===== src/verilog/adcwd_pkg.sv =====
// Package for the converter control and window detector block.
// Assumes an 8-bit special function register port on the system clock.
package adcwd_pkg;
  // ==========================================================
  // Register addresses
  localparam logic [7:0] ADDR_CTRL = 8'hE8;
  localparam logic [7:0] ADDR_SEL = 8'hBB;
  localparam logic [7:0] ADDR_RES_LO = 8'hBD;
  localparam logic [7:0] ADDR_RES_HI = 8'hBE;
  localparam logic [7:0] ADDR_GT_LO = 8'hC2;
  localparam logic [7:0] ADDR_GT_HI = 8'hC3;
  localparam logic [7:0] ADDR_LT_LO = 8'hC4;
  localparam logic [7:0] ADDR_LT_HI = 8'hC5;

  // ==========================================================
  // Control register fields
  localparam int CTRL_EN_BIT = 7;
  localparam int CTRL_WIN_BIT = 5;
  localparam int CTRL_BUSY_BIT = 4;
  localparam int CTRL_DIFF_BIT = 0;

  // ==========================================================
  // Input selector fields
  localparam int SEL_POS_LSB = 0;
  localparam int SEL_NEG_LSB = 4;
  localparam int SEL_W = 4;

  // ==========================================================
  // Widths and reset values
  localparam int RES_W = 10;
  localparam int RES_HI_W = 2;
  localparam logic [7:0] GT_HI_RST = 8'hFF;
  localparam logic [7:0] GT_LO_RST = 8'hFF;
  localparam logic [7:0] LT_HI_RST = 8'h00;
  localparam logic [7:0] LT_LO_RST = 8'h00;
  localparam logic [7:0] SEL_RST = 8'h00;
  localparam logic [7:0] RDATA_RST = 8'h00;
endpackage


===== src/verilog/adcwd_top.sv =====
// Control logic around a 10-bit converter: enable, input selection,
// result capture and window detection, all behind an SFR port.
// Assumes the analog core pulses conv_done with a valid result.
//
// Contract
// - The converter runs only while its enable bit is 1 and is shut down otherwise.
// - Single-ended and differential modes exist, with 16 software input selections.
// - The held 10-bit result is compared to the limits with no software help.
// - A detected window condition sets a flag in the control register.
// - Limits are an upper and a lower word, each split into high and low bytes.
// - The order of the two limit words picks inside or outside detection.
// - The upper limit high byte is read/write at 0xC3 and resets to all ones.
`timescale 1ns/1ps
`default_nettype none
module adcwd_top (
  // Clock and reset
  input wire logic ref_clk,
  input wire logic rst_b,
  // Special function register port
  input wire logic [7:0] sfr_addr,
  input wire logic sfr_wr,
  input wire logic sfr_rd,
  input wire logic [7:0] sfr_wdata,
  output logic [7:0] sfr_rdata,
  // Analog core
  input wire logic conv_done,
  input wire logic [adcwd_pkg::RES_W-1:0] conv_result,
  output logic converter_on,
  output logic conv_start,
  output logic diff_mode,
  output logic [adcwd_pkg::SEL_W-1:0] input_pos_sel,
  output logic [adcwd_pkg::SEL_W-1:0] input_neg_sel,
  // Flag for polling or an interrupt controller
  output logic window_hit_flag
);
  logic [7:0] gt_hi;
  logic [7:0] gt_lo;
  logic [7:0] lt_hi;
  logic [7:0] lt_lo;
  logic [7:0] sel;
  logic [adcwd_pkg::RES_W-1:0] result;
  logic busy;
  logic eval;
  logic hit;
  logic wr_ctrl;
  logic start_req;
  logic done_ok;
  logic [adcwd_pkg::RES_W-1:0] upper_limit;
  logic [adcwd_pkg::RES_W-1:0] lower_limit;
  logic [7:0] next_rdata;

  assign wr_ctrl = sfr_wr && (sfr_addr == adcwd_pkg::ADDR_CTRL);
  assign start_req = wr_ctrl && sfr_wdata[adcwd_pkg::CTRL_BUSY_BIT]
                     && sfr_wdata[adcwd_pkg::CTRL_EN_BIT] && !busy;
  // A late done after disable is dropped: the core is already off
  assign done_ok = conv_done && converter_on;
  assign upper_limit = {gt_hi[adcwd_pkg::RES_HI_W-1:0], gt_lo};
  assign lower_limit = {lt_hi[adcwd_pkg::RES_HI_W-1:0], lt_lo};

  // ==========================================================
  // Control register
  always_ff @(posedge ref_clk or negedge rst_b) begin
    if (!rst_b) begin
      converter_on <= 1'b0;
      diff_mode <= 1'b0;
    end else if (wr_ctrl) begin
      converter_on <= sfr_wdata[adcwd_pkg::CTRL_EN_BIT];
      diff_mode <= sfr_wdata[adcwd_pkg::CTRL_DIFF_BIT];
    end
  end

  // ==========================================================
  // Input selector
  always_ff @(posedge ref_clk or negedge rst_b) begin
    if (!rst_b) begin
      sel <= adcwd_pkg::SEL_RST;
    end else if (sfr_wr && sfr_addr == adcwd_pkg::ADDR_SEL) begin
      sel <= sfr_wdata;
    end
  end

  always_ff @(posedge ref_clk or negedge rst_b) begin
    if (!rst_b) begin
      input_pos_sel <= '0;
      input_neg_sel <= '0;
    end else begin
      input_pos_sel <= sel[adcwd_pkg::SEL_POS_LSB +: adcwd_pkg::SEL_W];
      input_neg_sel <= sel[adcwd_pkg::SEL_NEG_LSB +: adcwd_pkg::SEL_W];
    end
  end

  // ==========================================================
  // Limit words
  always_ff @(posedge ref_clk or negedge rst_b) begin
    if (!rst_b) begin
      gt_hi <= adcwd_pkg::GT_HI_RST;
      gt_lo <= adcwd_pkg::GT_LO_RST;
      lt_hi <= adcwd_pkg::LT_HI_RST;
      lt_lo <= adcwd_pkg::LT_LO_RST;
    end else if (sfr_wr) begin
      if (sfr_addr == adcwd_pkg::ADDR_GT_HI) begin
        gt_hi <= sfr_wdata;
      end
      if (sfr_addr == adcwd_pkg::ADDR_GT_LO) begin
        gt_lo <= sfr_wdata;
      end
      if (sfr_addr == adcwd_pkg::ADDR_LT_HI) begin
        lt_hi <= sfr_wdata;
      end
      if (sfr_addr == adcwd_pkg::ADDR_LT_LO) begin
        lt_lo <= sfr_wdata;
      end
    end
  end

  // ==========================================================
  // Conversion start and busy
  always_ff @(posedge ref_clk or negedge rst_b) begin
    if (!rst_b) begin
      conv_start <= 1'b0;
    end else begin
      conv_start <= start_req;
    end
  end

  // Start first: its enable can land in the same write, while the old enable is still 0
  always_ff @(posedge ref_clk or negedge rst_b) begin
    if (!rst_b) begin
      busy <= 1'b0;
    end else if (start_req) begin
      busy <= 1'b1;
    end else if (!converter_on || done_ok
                 || (wr_ctrl && !sfr_wdata[adcwd_pkg::CTRL_EN_BIT])) begin
      busy <= 1'b0;
    end
  end

  // ==========================================================
  // Result capture and evaluation
  always_ff @(posedge ref_clk or negedge rst_b) begin
    if (!rst_b) begin
      result <= '0;
    end else if (done_ok) begin
      result <= conv_result;
    end
  end

  // Compare one cycle later so the held result is what is judged
  always_ff @(posedge ref_clk or negedge rst_b) begin
    if (!rst_b) begin
      eval <= 1'b0;
    end else begin
      eval <= done_ok;
    end
  end

  adcwd_window_cmp u_cmp (
    .result(result),
    .upper_limit(upper_limit),
    .lower_limit(lower_limit),
    .hit(hit)
  );

  // Set wins over a clear written in the same cycle
  always_ff @(posedge ref_clk or negedge rst_b) begin
    if (!rst_b) begin
      window_hit_flag <= 1'b0;
    end else if (eval && hit) begin
      window_hit_flag <= 1'b1;
    end else if (wr_ctrl && !sfr_wdata[adcwd_pkg::CTRL_WIN_BIT]) begin
      window_hit_flag <= 1'b0;
    end
  end

  // ==========================================================
  // Read path, one cycle latency; unmapped reads give zero
  always_comb begin
    next_rdata = 8'h00;
    unique case (sfr_addr)
      adcwd_pkg::ADDR_CTRL: begin
        next_rdata[adcwd_pkg::CTRL_EN_BIT] = converter_on;
        next_rdata[adcwd_pkg::CTRL_WIN_BIT] = window_hit_flag;
        next_rdata[adcwd_pkg::CTRL_BUSY_BIT] = busy;
        next_rdata[adcwd_pkg::CTRL_DIFF_BIT] = diff_mode;
      end
      adcwd_pkg::ADDR_SEL: next_rdata = sel;
      adcwd_pkg::ADDR_RES_LO: next_rdata = result[7:0];
      adcwd_pkg::ADDR_RES_HI: begin
        next_rdata[adcwd_pkg::RES_HI_W-1:0] =
          result[adcwd_pkg::RES_W-1:8];
      end
      adcwd_pkg::ADDR_GT_HI: next_rdata = gt_hi;
      adcwd_pkg::ADDR_GT_LO: next_rdata = gt_lo;
      adcwd_pkg::ADDR_LT_HI: next_rdata = lt_hi;
      adcwd_pkg::ADDR_LT_LO: next_rdata = lt_lo;
      default: next_rdata = 8'h00;
    endcase
  end

  always_ff @(posedge ref_clk or negedge rst_b) begin
    if (!rst_b) begin
      sfr_rdata <= adcwd_pkg::RDATA_RST;
    end else if (sfr_rd) begin
      sfr_rdata <= next_rdata;
    end
  end
endmodule
`default_nettype wire


===== src/verilog/adcwd_window_cmp.sv =====
// Window comparison of one conversion result against two limit words.
// Purely combinational; the caller decides when the answer counts.
`timescale 1ns/1ps
`default_nettype none
module adcwd_window_cmp (
  // Operands
  input wire logic [adcwd_pkg::RES_W-1:0] result,
  input wire logic [adcwd_pkg::RES_W-1:0] upper_limit,
  input wire logic [adcwd_pkg::RES_W-1:0] lower_limit,
  // Answer
  output logic hit
);
  logic above;
  logic below;
  logic inside_mode;

  always_comb begin
    above = result > upper_limit;
    below = result < lower_limit;
    // Limit order picks inside or outside detection
    inside_mode = lower_limit > upper_limit;
    if (inside_mode) begin
      hit = above && below;
    end else begin
      hit = above || below;
    end
  end
endmodule
`default_nettype wire

===== config.mk =====
export PLATFORM = sky130hd
export DESIGN_NAME = adcwd_top
export DESIGN_NICKNAME = d
export VERILOG_FILES = /design/src/verilog/adcwd_pkg.sv /design/src/verilog/adcwd_top.sv /design/src/verilog/adcwd_window_cmp.sv
export SDC_FILE = /design/constraint.sdc
export NUM_CORES = 1
export LEC_CHECK = 0
export ABC_AREA = 1
export ABC_CLOCK_PERIOD_IN_PS = 2590
export BUFFER_PORTS_ARGS = -buffer_cell sky130_fd_sc_hd__buf_2
export CELL_PAD_IN_SITES_DETAIL_PLACEMENT = 0
export CELL_PAD_IN_SITES_GLOBAL_PLACEMENT = 1
export CORE_UTILIZATION = 46
export DETAILED_ROUTE_END_ITERATION = 12
export GPL_ROUTABILITY_DRIVEN = 0
export GPL_TIMING_DRIVEN = 1
export PLACE_DENSITY = 0.86
export SYNTH_ARGS = -nofsm -noshare
export SYNTH_HDL_FRONTEND = slang
export SYNTH_SLANG_ARGS = --single-unit

===== constraint.sdc =====
create_clock -name ref_clk -period 2.59 [get_ports ref_clk]
set_input_delay 0.259 -clock ref_clk [delete_from_list [all_inputs] [get_ports ref_clk]]
set_output_delay 0.259 -clock ref_clk [all_outputs]
set_load 0.02 [all_outputs]

# --- Word-level counts from Yosys, hierarchy flattened ---
# Index checks and enable logic that the tools add are counted.
totals:
  reg_bits: 72
  elab_cells: 60
  output_inout_bits: 20
  in_bits: 31
op_classes:
  n_lt_le_gt_ge: 3
  mux: 11
  n_reduce_logical: 23
  n_eq_ne: 8
ops:
  columns: ["cell", "n"]
  rows:
  - ["$eq 8x8->1 const B", 8]
  - ["$gt 10x10->1", 2]
  - ["$pmux 1 s7", 2]
  - ["$pmux 2 s7", 1]
  - ["$pmux 2 s6", 1]
  - ["$logic_and 1x1->1", 10]
  - ["$lt 10x10->1", 1]
  - ["$pmux 1 s8", 1]
  - ["$reduce_and 2->1", 4]
  - ["$pmux 1 s6", 1]
  - ["$mux 1", 5]
  - ["$logic_not 1->1", 4]
  - ["$reduce_bool 2->1", 2]
  - ["$logic_or 1x1->1", 3]

# --- Longest topological paths before layout ---
# Gate-level depths: netlist (run 1).
logic_depth:
  word_depth: 6
  depth_mapped: 13
  depth_no_buf: 13

# --- Hierarchy ---
# From an unflattened synthesis (run 1), not the netlist that was laid out.
hier_totals:
  hier_cells: 537
  area_unflattened_um2: 4285.4
by_module_without_submodules:
  columns: ["module", "area_per_inst_um2", "seq_area_each_um2", "n_inst", "cells_each"]
  rows:
  - ["adcwd_top", 3437.0, 1821.7, 1, 403]
  - ["adcwd_window_cmp", 848.3, 0.0, 1, 134]

# --- Worst setup path before layout (run 1) ---
# No wires, ideal clock.
synth_path:
  path_type: "register to register"
  start: "register gt_hi[1]"
  end: "register window_hit_flag"
  n_path_buf: 0
  setup_ns: 0.121
  path_stages_with_launch: 11
  required_ns: 2.469
  slack_ns: 0.996
  synth_period_minus_slack_ns: 1.594
  arrival_ns: 1.474
  cell_sequence: "dfstp_2 -> inv_1 -> ha_1 -> nand2_1 -> nor2_1 -> a21boi_0 -> nor2_1 -> nor2_1 -> nand2_1 -> nand2_1 -> nand2_1"
synth_via:
  elab_chain_cells: 5
  word_cells_on_any_way: 8
  classes_between: "order compare: 2; mux: 2; reduce/logical: 4"
synth_lines:
  columns: ["element", "line_no", "rtl"]
  rows:
  - ["start: declaration", "adcwd_top.sv:36", "logic [7:0] gt_hi;"]
  - ["start signal: assignment", "adcwd_top.sv:96", "gt_hi <= adcwd_pkg::GT_HI_RST;"]
  - ["start signal: assignment", "adcwd_top.sv:102", "gt_hi <= sfr_wdata;"]
  - ["$gt 10x10->1", "adcwd_window_cmp.sv:18", "above = result > upper_limit;"]
  - ["$logic_or 1x1->1 or $logic_and 1x1->1 (tied branches)", "adcwd_window_cmp.sv:25, adcwd_window_cmp.sv:23", null]
  - ["$mux 1 *", "adcwd_window_cmp.sv:22", "if (inside_mode) begin"]
  - ["$logic_and 1x1->1 *", "adcwd_top.sv:168", "end else if (eval && hit) begin"]
  - ["$mux 1 or $reduce_bool 2->1 (tied branches)", null, null]
  - ["end signal: assignment", "adcwd_top.sv:167", "window_hit_flag <= 1'b0;"]
  - ["end signal: assignment", "adcwd_top.sv:169", "window_hit_flag <= 1'b1;"]
  - ["end signal: assignment", "adcwd_top.sv:171", "window_hit_flag <= 1'b0;"]
  - ["end: declaration", "adcwd_top.sv:34", "output logic window_hit_flag"]
# Every way passes the cells marked *; elsewhere a longest branch is shown, timed or not.
# A chain may end at the register's enable or synchronous reset.

# --- Final worst setup path (run 1) ---
# Ends and elaborated chain as after synthesis.

==> load_flow_metrics.sql, run 1 <==
INSERT INTO impl_metrics (metric_group, metric, value, unit) VALUES
('min_path', 'min_path_type', 'input pin to register', ''),
('sta', 'setup_violations', '0', ''),
('critical_path', 'critPathBufInv', '1', ''),
('synth', 'synthesis.nets', '547', ''),
('grt', 'gr-total-overflow', '0', ''),
('synth', 'share_of_the_synthesized_area_in_the_top_cell_type', '35.8', '%'),
('detailed_routing', 'avgViaCountPerCell', '5.21', ''),
('power', 'pwr_density_cell', '676', 'mW/mm^2'),
('critical_path', 'crit_family', 'simple AND/OR/NAND/NOR gates', ''),
('placement', 'hpwl', '8010', 'um'),
('synth', 'synthXorXnorAreaFrac', '0', '%'),
('critical_path', 'ordered_cell_list_for_the_critical_path', 'inv_1 > ha_1 > nand2_1 > nor2_1 > a21boi_0 > nor2_1 > nor2_1 > nand2_1 > nand2_1 > nand2_1', ''),
('critical_path', 'cp.depth', '10', ''),
('critical_path', 'r2r_slack', '0.70', 'ns'),
('synth', 'yosys.cell_types.count', '30', ''),
('sta', 'final.min_clock_period', '1.89', 'ns'),
('synth', 'largest_area_contributor_in_the_netlist', 'sky130_fd_sc_hd__dfrtp_1', ''),
('sta', 'postLayoutSetupSlackWorst', '0.703', 'ns'),
('synth', 'synth_top_family_by_area', 'simple AND/OR/NAND/NOR gates', ''),
('synth', 'synthFlopType', 'sky130_fd_sc_hd__dfrtp_1', ''),
('critical_path', 'slowest_stage', 'sky130_fd_sc_hd__dfstp_2', ''),
('floorplan', 'num_rows', '33', ''),
('sta', 'timing.clock.skew', '0.0116', 'ns'),
('sta', 'setup_total_negative_slack', '0', 'ns'),
('critical_path', 'setup.worst_path.class', 'register to register', ''),
('detailed_routing', 'post_drt_wl_per_cell', '16.2', 'um'),
('critical_path', 'worst_reg_to_reg_path_cell_count', '10', ''),
('floorplan', 'die_height', '94.3', 'um'),
('critical_path', 'crit-reg2reg-launch', 'gt_hi[1]', ''),
('critical_path', 'timing.critical_path.mode_cell', 'sky130_fd_sc_hd__nand2_1', ''),
('min_path', 'hold_path_startpoint', 'conv_result[9]', ''),
('floorplan', 'initial_core_util', '47.7', '%'),
('critical_path', 'worst_path_largest_cell_delay', '0.53', 'ns'),
('clock_tree', 'clock_tree_from_tritoncts', 'built', ''),
('detailed_routing', 'wirelength_met1', '5290', 'um'),
('critical_path', 'worst_ep_required_time', '2.84', 'ns'),
('detailed_routing', 'drc', '0', ''),
('synth', 'synth-seq-area-share', '46.5', '%'),
('grt', 'grt_pass1_vias', '3112', ''),
('critical_path', 'regToRegEndpoint', 'window_hit_flag', ''),
('synth', 'async_flop_share', '100', '%'),
('detailed_routing', 'drt_iter0_drc', '240', ''),
('clock_tree', 'clkSlewWorstSetupHoldPaths', '0.08', 'ns'),
('detailed_routing', 'wl', '10500', 'um'),
('outcome', 'status', 'finished, final reports clean', ''),
('run', 'maxCapViolations', '0', ''),
('grt', 'antenna_found_initial', '0', ''),
('synth', 'post_synth_fa_ha_maj_area_fraction', '9.26', '%'),
('critical_path', 'worstPathArrival', '2.14', 'ns'),
('synth', 'synth_compound_gate_area_share', '13.5', '%'),
('sta', 'relSlewSlack', '48.3', '%'),
('placement', 'numPortBuffers', '50', ''),
('floorplan', 'core_area', '0.00822', 'sq mm'),
('critical_path', 'critical_path_peak_fanout', '3', ''),
('power', 'leakage', '2.23', 'nW'),
('cells_and_area', 'final_nets', '602', ''),
('sta', 'tightestPinTransition', '0.774', 'ns'),
('critical_path', 'timing.critical_path.from', 'gt_hi[1]', ''),
('floorplan', 'design.die.area', '0.00889', 'sq mm'),
('sta', 'hold-worst-slack', '0.0929', 'ns'),
('sta', 'timing_hold_violations_final', '0', ''),
('floorplan', 'boundaryPins', '51', ''),
('power', 'ir_worst_vdd', '0.000391', 'V'),
('detailed_routing', 'vias', '3400', ''),
('synth', 'syn-cell-area', '0.00392', 'sq mm'),
('detailed_routing', 'uppermost_layer_routed', 'met4', ''),
('sta', 'post_route_fraction_of_the_period_consumed_by_the_critical_path', '72.9', '%'),
('synth', 'ys_top_cells_by_count', 'sky130_fd_sc_hd__nand2_1, sky130_fd_sc_hd__inv_1, sky130_fd_sc_hd__dfrtp_1, sky130_fd_sc_hd__o21ai_0, sky130_fd_sc_hd__nor2_1', ''),
('sta', 'final_max_slew_viol_count', '0', ''),
('critical_path', 'worst_setup_path_start_kind', 'register', ''),
('synth', 'ys.warnings.count', '0', '');
-- per-stage QoR --
step / util (%) / instances / total power [mW] / cell area, sq um
after floorplan: - / 487 / 1.88 / 3920
after global placement: 51.9 / 635 / 2.11 / 4260
after detailed placement: 51.9 / 635 / 2.15 / 4260
after CTS: 54.4 / 652 / 3.04 / 4470
after global routing: 54.4 / 652 / 3.24 / 4470
final: 54.4 / 652 / 3.02 / 4470
-- layout by cell type (no fill, tap or decap), types with 2 or more instances in the layout --
cell and count:
sky130_fd_sc_hd__a21o_1 2, sky130_fd_sc_hd__a21oi_1 14, sky130_fd_sc_hd__buf_2 50, sky130_fd_sc_hd__clkbuf_8 9, sky130_fd_sc_hd__clkinvlp_4 2, sky130_fd_sc_hd__dfrtp_1 56, sky130_fd_sc_hd__dfstp_2 16, sky130_fd_sc_hd__ha_1 29
sky130_fd_sc_hd__inv_1 63, sky130_fd_sc_hd__nand2_1 141, sky130_fd_sc_hd__nand2_2 2, sky130_fd_sc_hd__nand3_1 29, sky130_fd_sc_hd__nor2_1 36, sky130_fd_sc_hd__nor2_2 3, sky130_fd_sc_hd__nor3_1 2, sky130_fd_sc_hd__o21ai_0 56
sky130_fd_sc_hd__o21ai_1 9, sky130_fd_sc_hd__o21ai_2 8
-- state kept, by name, indices dropped and copies added, names as in the netlist, 4 cells and up --
register	cells
gt_lo	8
result	10
lt_lo	8
sel	8
lt_hi	8
sfr_rdata	8
input_neg_sel	4
gt_hi	8
input_pos_sel	4
-- routing by layer --
layer  vias to the layer above  GRT usage, %
met1                      1621          37.3
met3                        15          3.96
li1                       1680             -
met5                         -             0
met4                         0          9.36
met2                        84          37.6
-- worst min path at each step --
stage                            endpoint  slack, ns  depth (start not counted)
final                           result[9]       0.09                          3
after floorplan                      busy      -0.04                          0
after detailed placement        result[9]       0.34                          1
after CTS                       result[9]       0.09                          3
after global routing            result[9]        0.1                          3
after global placement    window_hit_flag       0.34                          1
-- what timing repair did --
item / in CTS / in global routing
buffers inserted: 0 / 0
setup endpoints to repair: 0 / 0
hold buffers: 1 / 0
endpoints found under the hold margin: 21 / 0
-- power by group --
group,total [mW],internal [mW],switching [mW]
Clock,0.889,0.448,0.441
Combinational,0.756,0.293,0.463
Sequential,1.37,1.24,0.128
Total,3.02,1.99,1.03
-- area by class of cell --
type	count	area, sq um	share of cell area [%]
flip-flops and latches	72	1820	40.8
clock inverters	6	67.6	1.51
well taps	105	131	2.94
clock buffers	10	128	2.86
multi-input cells	341	1790	40.0
repair buffers	53	288	6.44
inverters	65	244	5.46
-- kinds of logic after synthesis --
| group | count (synthesis) |
|---|---|
| adders and majority gates | 29 |
| buffers and inverters | 74 |
| and+or+nand+nor | 217 |
| DFF | 72 |
| AOI/OAI and AO/OA | 95 |
-- worst register-to-register path, stage by stage (launching register included) --
cell,delay [ns]
sky130_fd_sc_hd__dfstp_2,0.53
sky130_fd_sc_hd__inv_1,0.06
sky130_fd_sc_hd__ha_1,0.30
sky130_fd_sc_hd__nand2_1,0.09
sky130_fd_sc_hd__nor2_1,0.15
sky130_fd_sc_hd__a21boi_0,0.20
sky130_fd_sc_hd__nor2_1,0.07
sky130_fd_sc_hd__nor2_1,0.16
sky130_fd_sc_hd__nand2_1,0.07
sky130_fd_sc_hd__nand2_1,0.10
sky130_fd_sc_hd__nand2_1,0.05
(Power assumes the default switching activity.)
==> inputs of run 2 (changes only) <==
ABC_AREA = 0   (was 1)
ABC_CLOCK_PERIOD_IN_PS = 1700   (was 2590)
CORE_UTILIZATION = 41   (was 46)
PLACE_DENSITY = 0.77   (was 0.86)
clock period = 1.7 ns   (was 2.59 ns; I/O delays follow)
==> run 2 against run 1 <==
The run now ends with negative setup slack left. Clock skew is 0.0020 ns lower. Utilization grew 1.2 points. Die area is 6.7% higher. Sequential power rose by 46%. Via count fell by 14%. Highest routed layer unchanged.
==> load_flow_metrics.sql, run 2 <==
INSERT INTO impl_metrics (metric_group, metric, value, unit) VALUES
('synth', 'ys_top_cells_by_count', 'sky130_fd_sc_hd__dfrtp_1, sky130_fd_sc_hd__mux2_2, sky130_fd_sc_hd__nand2_1', ''),
('critical_path', 'timing.critical_path.from', 'gt_lo[7]', ''),
('grt', 'gr-total-overflow', '0', ''),
('sta', 'post_route_fraction_of_the_period_consumed_by_the_critical_path', '117', '%'),
('synth', 'share_of_the_synthesized_area_in_the_top_cell_type', '37.5', '%'),
('clock_tree', 'clkSlewWorstSetupHoldPaths', '0.08', 'ns'),
('critical_path', 'worstPathArrival', '2.24', 'ns'),
('min_path', 'worst_hold_path.num_cells', '2', ''),
('cells_and_area', 'antenna_cells_inserted', '0', ''),
('power', 'total_switching_power', '1.43', 'mW'),
('placement', 'hpwl', '7010', 'um'),
('cells_and_area', 'layout.filler_cells', '770', ''),
('clock_tree', 'cts_buffer_depth', '2', ''),
('critical_path', 'worst_reg_to_reg_path_cell_count', '8', ''),
('synth', 'synth_seq_cells', '72', ''),
('sta', 'tightestPinTransition', '0.500', 'ns'),
('detailed_routing', 'postRouteAntennaNets', '0', ''),
('critical_path', 'critical_path_peak_fanout', '3', ''),
('clock_tree', 'numCtsBuffers', '9', ''),
('floorplan', 'dieWidth', '97.4', 'um'),
('clock_tree', 'cts_max_level', '3', ''),
('cells_and_area', 'registers.top_by_ff_count', 'result', ''),
('floorplan', 'boundaryPins', '51', ''),
('grt', 'grtUsageMet2', '35.1', '%'),
('critical_path', 'worst_setup_path_start_kind', 'register', ''),
('synth', 'syn-instance-count', '339', ''),
('clock_tree', 'clkLatencyLatePin', '0.36', 'ns'),
('critical_path', 'regToRegEndpoint', 'window_hit_flag', ''),
('synth', 'synth-seq-area-share', '48.8', '%'),
('floorplan', 'num_rows', '34', ''),
('min_path', 'min_path_type', 'input pin to register', ''),
('sta', 'setup_violations', '1', ''),
('detailed_routing', 'drc', '0', ''),
('detailed_routing', 'vias', '2924', ''),
('grt', 'grtUsageMet3', '4.39', '%'),
('clock_tree', 'numClockSinks', '72', ''),
('grt', 'grt_max_degree', '73', ''),
('synth', 'largest_area_contributor_in_the_netlist', 'sky130_fd_sc_hd__dfrtp_1', ''),
('sta', 'fmax', '0.501', 'GHz'),
('detailed_routing', 'drt_iter0_drc', '104', ''),
('cells_and_area', 'layout_commonest_cell', 'sky130_fd_sc_hd__dfrtp_1', ''),
('grt', 'antenna_found_initial', '0', ''),
('power', 'leakage', '2.32', 'nW'),
('sta', 'grt_setup_unrepaired', 'true', ''),
('grt', 'grt_first_pass_wirelength', '15700', 'um'),
('floorplan', 'design.die.area', '0.00949', 'sq mm'),
('power', 'p_int', '3.29', 'mW'),
('detailed_routing', 'wl', '9400', 'um'),
('grt', 'global_route.peak_usage_layer', 'met2', ''),
('grt', 'use_met1', '28.9', '%'),
('sta', 'relSlewSlack', '66.2', '%'),
('power', 'pwr_density_cell', '970', 'mW/mm^2'),
('sta', 'timing_hold_violations_final', '0', ''),
('critical_path', 'worst_ep_required_time', '1.95', 'ns'),
('synth', 'number_of_synthesized_flops_with_an_enable_pin', '0', ''),
('outcome', 'status', 'complete, but fails checks', ''),
('critical_path', 'r2r_slack', '-0.30', 'ns'),
('floorplan', 'core_area', '0.00876', 'sq mm'),
('floorplan', 'initial_core_util', '42.6', '%'),
('clock_tree', 'clock_tree_from_tritoncts', 'built', ''),
('critical_path', 'worstSetupEndpoint', 'window_hit_flag', ''),
('sta', 'final.min_clock_period', '2.00', 'ns'),
('sta', 'postLayoutSetupSlackWorst', '-0.297', 'ns'),
('grt', 'groute.usage.overall', '21.5', '%'),
('sta', 'timing.clock.skew', '0.00962', 'ns'),
('cells_and_area', 'share_of_layout_cells_above_drive_strength_1', '42.2', '%'),
('sta', 'hold-worst-slack', '0.0440', 'ns'),
('run', 'maxCapViolations', '0', ''),
('detailed_routing', 'firstDrtPassIters', '4', ''),
('synth', 'ys.warnings.count', '0', ''),
('placement', 'numPortBuffers', '50', ''),
('critical_path', 'setup.worst_path.class', 'register to register', ''),
('synth', 'ranking_of_synthesized_cells_by_area', 'sky130_fd_sc_hd__dfrtp_1, sky130_fd_sc_hd__mux2_2, sky130_fd_sc_hd__dfstp_2', ''),
('critical_path', 'crit-reg2reg-launch', 'gt_lo[7]', ''),
('sta', 'final_max_slew_viol_count', '0', ''),
('outcome', 'violations_in_the_final_reports', 'negative setup slack', ''),
('synth', 'synthFlopType', 'sky130_fd_sc_hd__dfrtp_1', ''),
('placement', 'pre_cts_slack', '-0.253', 'ns'),
('power', 'power.share.clock', '32.8', '%'),
('power', 'power.share.switching', '30.2', '%'),
('detailed_routing', 'avgViaCountPerCell', '5.26', ''),
('clock_tree', 'cts-root-buf', 'sky130_fd_sc_hd__clkbuf_8', ''),
('synth', 'yosys.cell_types.count', '41', ''),
('synth', 'syn-cell-area', '0.00373', 'sq mm'),
('power', 'share_comb_of_total_power', '24.9', '%'),
('cells_and_area', 'final_nets', '503', ''),
('synth', 'syn_area_per_cell', '11.0', 'sq um'),
('synth', 'async_flop_share', '100', '%'),
('synth', 'yosysMostFrequentCell', 'sky130_fd_sc_hd__dfrtp_1', ''),
('cells_and_area', 'flow.area_growth_from_synthesis', '30.4', '%'),
('detailed_routing', 'post_drt_wl_per_cell', '16.9', 'um'),
('synth', 'synthesis.nets', '399', ''),
('floorplan', 'die_height', '97.4', 'um'),
('cells_and_area', 'largest_register_ff_count', '10', ''),
('cells_and_area', 'final_cell_mix', 'sky130_fd_sc_hd__dfrtp_1, sky130_fd_sc_hd__buf_2, sky130_fd_sc_hd__buf_4', ''),
('critical_path', 'worst_setup_path_end_kind', 'register', ''),
('power', 'ir_worst_vdd', '0.000405', 'V'),
('grt', 'grt_pass1_vias', '3031', ''),
('power', 'sequentialPowerShare', '42.4', '%');
[run 2: cell types whose count changed after synthesis, moves of 6 or more]
cell,before,now
sky130_fd_sc_hd__a221oi_1,0,6
sky130_fd_sc_hd__nand3_1,29,7
sky130_fd_sc_hd__inv_1,63,26
sky130_fd_sc_hd__o21ai_2,8,0
sky130_fd_sc_hd__o21ai_0,56,22
sky130_fd_sc_hd__nor2_1,36,16
sky130_fd_sc_hd__o21ai_1,9,0
sky130_fd_sc_hd__nand2_1,141,32
sky130_fd_sc_hd__mux2_2,0,40
sky130_fd_sc_hd__mux2i_1,0,12
[run 2: layout make-up]
type | count | area, sq um | share of cell area [%]
sequential | 72 | 1820 | 37.4
clock buffer | 9 | 124 | 2.54
clock inverter | 7 | 104 | 2.13
inverter | 26 | 97.6 | 2.00
tap | 108 | 135 | 2.78
timing repair buffer | 101 | 676 | 13.9
multi-input combinational | 233 | 1910 | 39.2
[run 2: routing by layer]
metal  wire [um]  up-vias  part of all wire, %
met3         393       12                  4.2
met5           0        -                    0
met4         123        0                  1.3
li1            -     1442                    -
met2        4400       59                   47
met1        4480     1411                   48
[run 2: how the worst min path moves through the flow]
| stage | startpoint | to |
|---|---|---|
| after floorplan | rst_b | busy |
| after global placement | rst_b | sfr_rdata[1] |
| after detailed placement | rst_b | converter_on |
| after CTS | conv_result[2] | result[2] |
| after global routing | conv_result[4] | result[4] |
| final | conv_result[5] | result[5] |
[run 2: timing repair]
item | CTS | global route
hold buffers | 2 | 0
setup endpoints to repair | 1 | 1
hold endpoints to repair | 57 | 0
gates resized for setup | 3 | 11
pin swaps | 1 | 9
buffers inserted | 0 | 1
[run 2: cells by family (layout without fill, tap and decap cells)]
kind of cell	after synthesis	in the layout	synth area share, %
and+or+nand+nor	84	84	10.9
DFF	72	72	48.8
AOI/OAI and AO/OA	68	68	11.7
muxes	52	52	15.3
buffers and inverters	34	143	3.55
adders and majority gates	29	29	9.72
[run 2: power groups by stage]
| stage | sequential (mW) | combinational (mW) | clock (mW) |
|---|---|---|---|
| 2_1_floorplan | 2.03 | 0.642 | 0 |
| 3_3_place_gp | 2.02 | 1.07 | 0 |
| 3_5_place_dp | 2.03 | 1.10 | 0 |
| 4_1_cts | 2.00 | 1.12 | 1.58 |
| 5_1_grt | 2.02 | 1.34 | 1.65 |
| 6_report | 2.00 | 1.17 | 1.55 |
[run 2: through the flow]
step                      util (%)  power, mW  std cells  TNS [ns]  area, sq um
after floorplan                  -       2.67        339   -0.0648         3780
final                         55.6       4.72        556    -0.297         4870
after CTS                     54.6       4.70        555    -0.214         4790
after detailed placement      51.7       3.13        537    -0.282         4530
after global placement        51.7       3.09        537    -0.186         4530
after global routing          55.6       5.01        556    -0.369         4870
[run 2: worst max-delay path, stage by stage (launching register included)]
cell and delay [ns]:
sky130_fd_sc_hd__dfstp_2 0.56, sky130_fd_sc_hd__inv_2 0.06, sky130_fd_sc_hd__ha_4 0.27, sky130_fd_sc_hd__nand4_1 0.13, sky130_fd_sc_hd__a211oi_2 0.30, sky130_fd_sc_hd__a2111oi_4 0.05
sky130_fd_sc_hd__a311o_1 0.32, sky130_fd_sc_hd__a21oi_1 0.12, sky130_fd_sc_hd__nor3_1 0.07
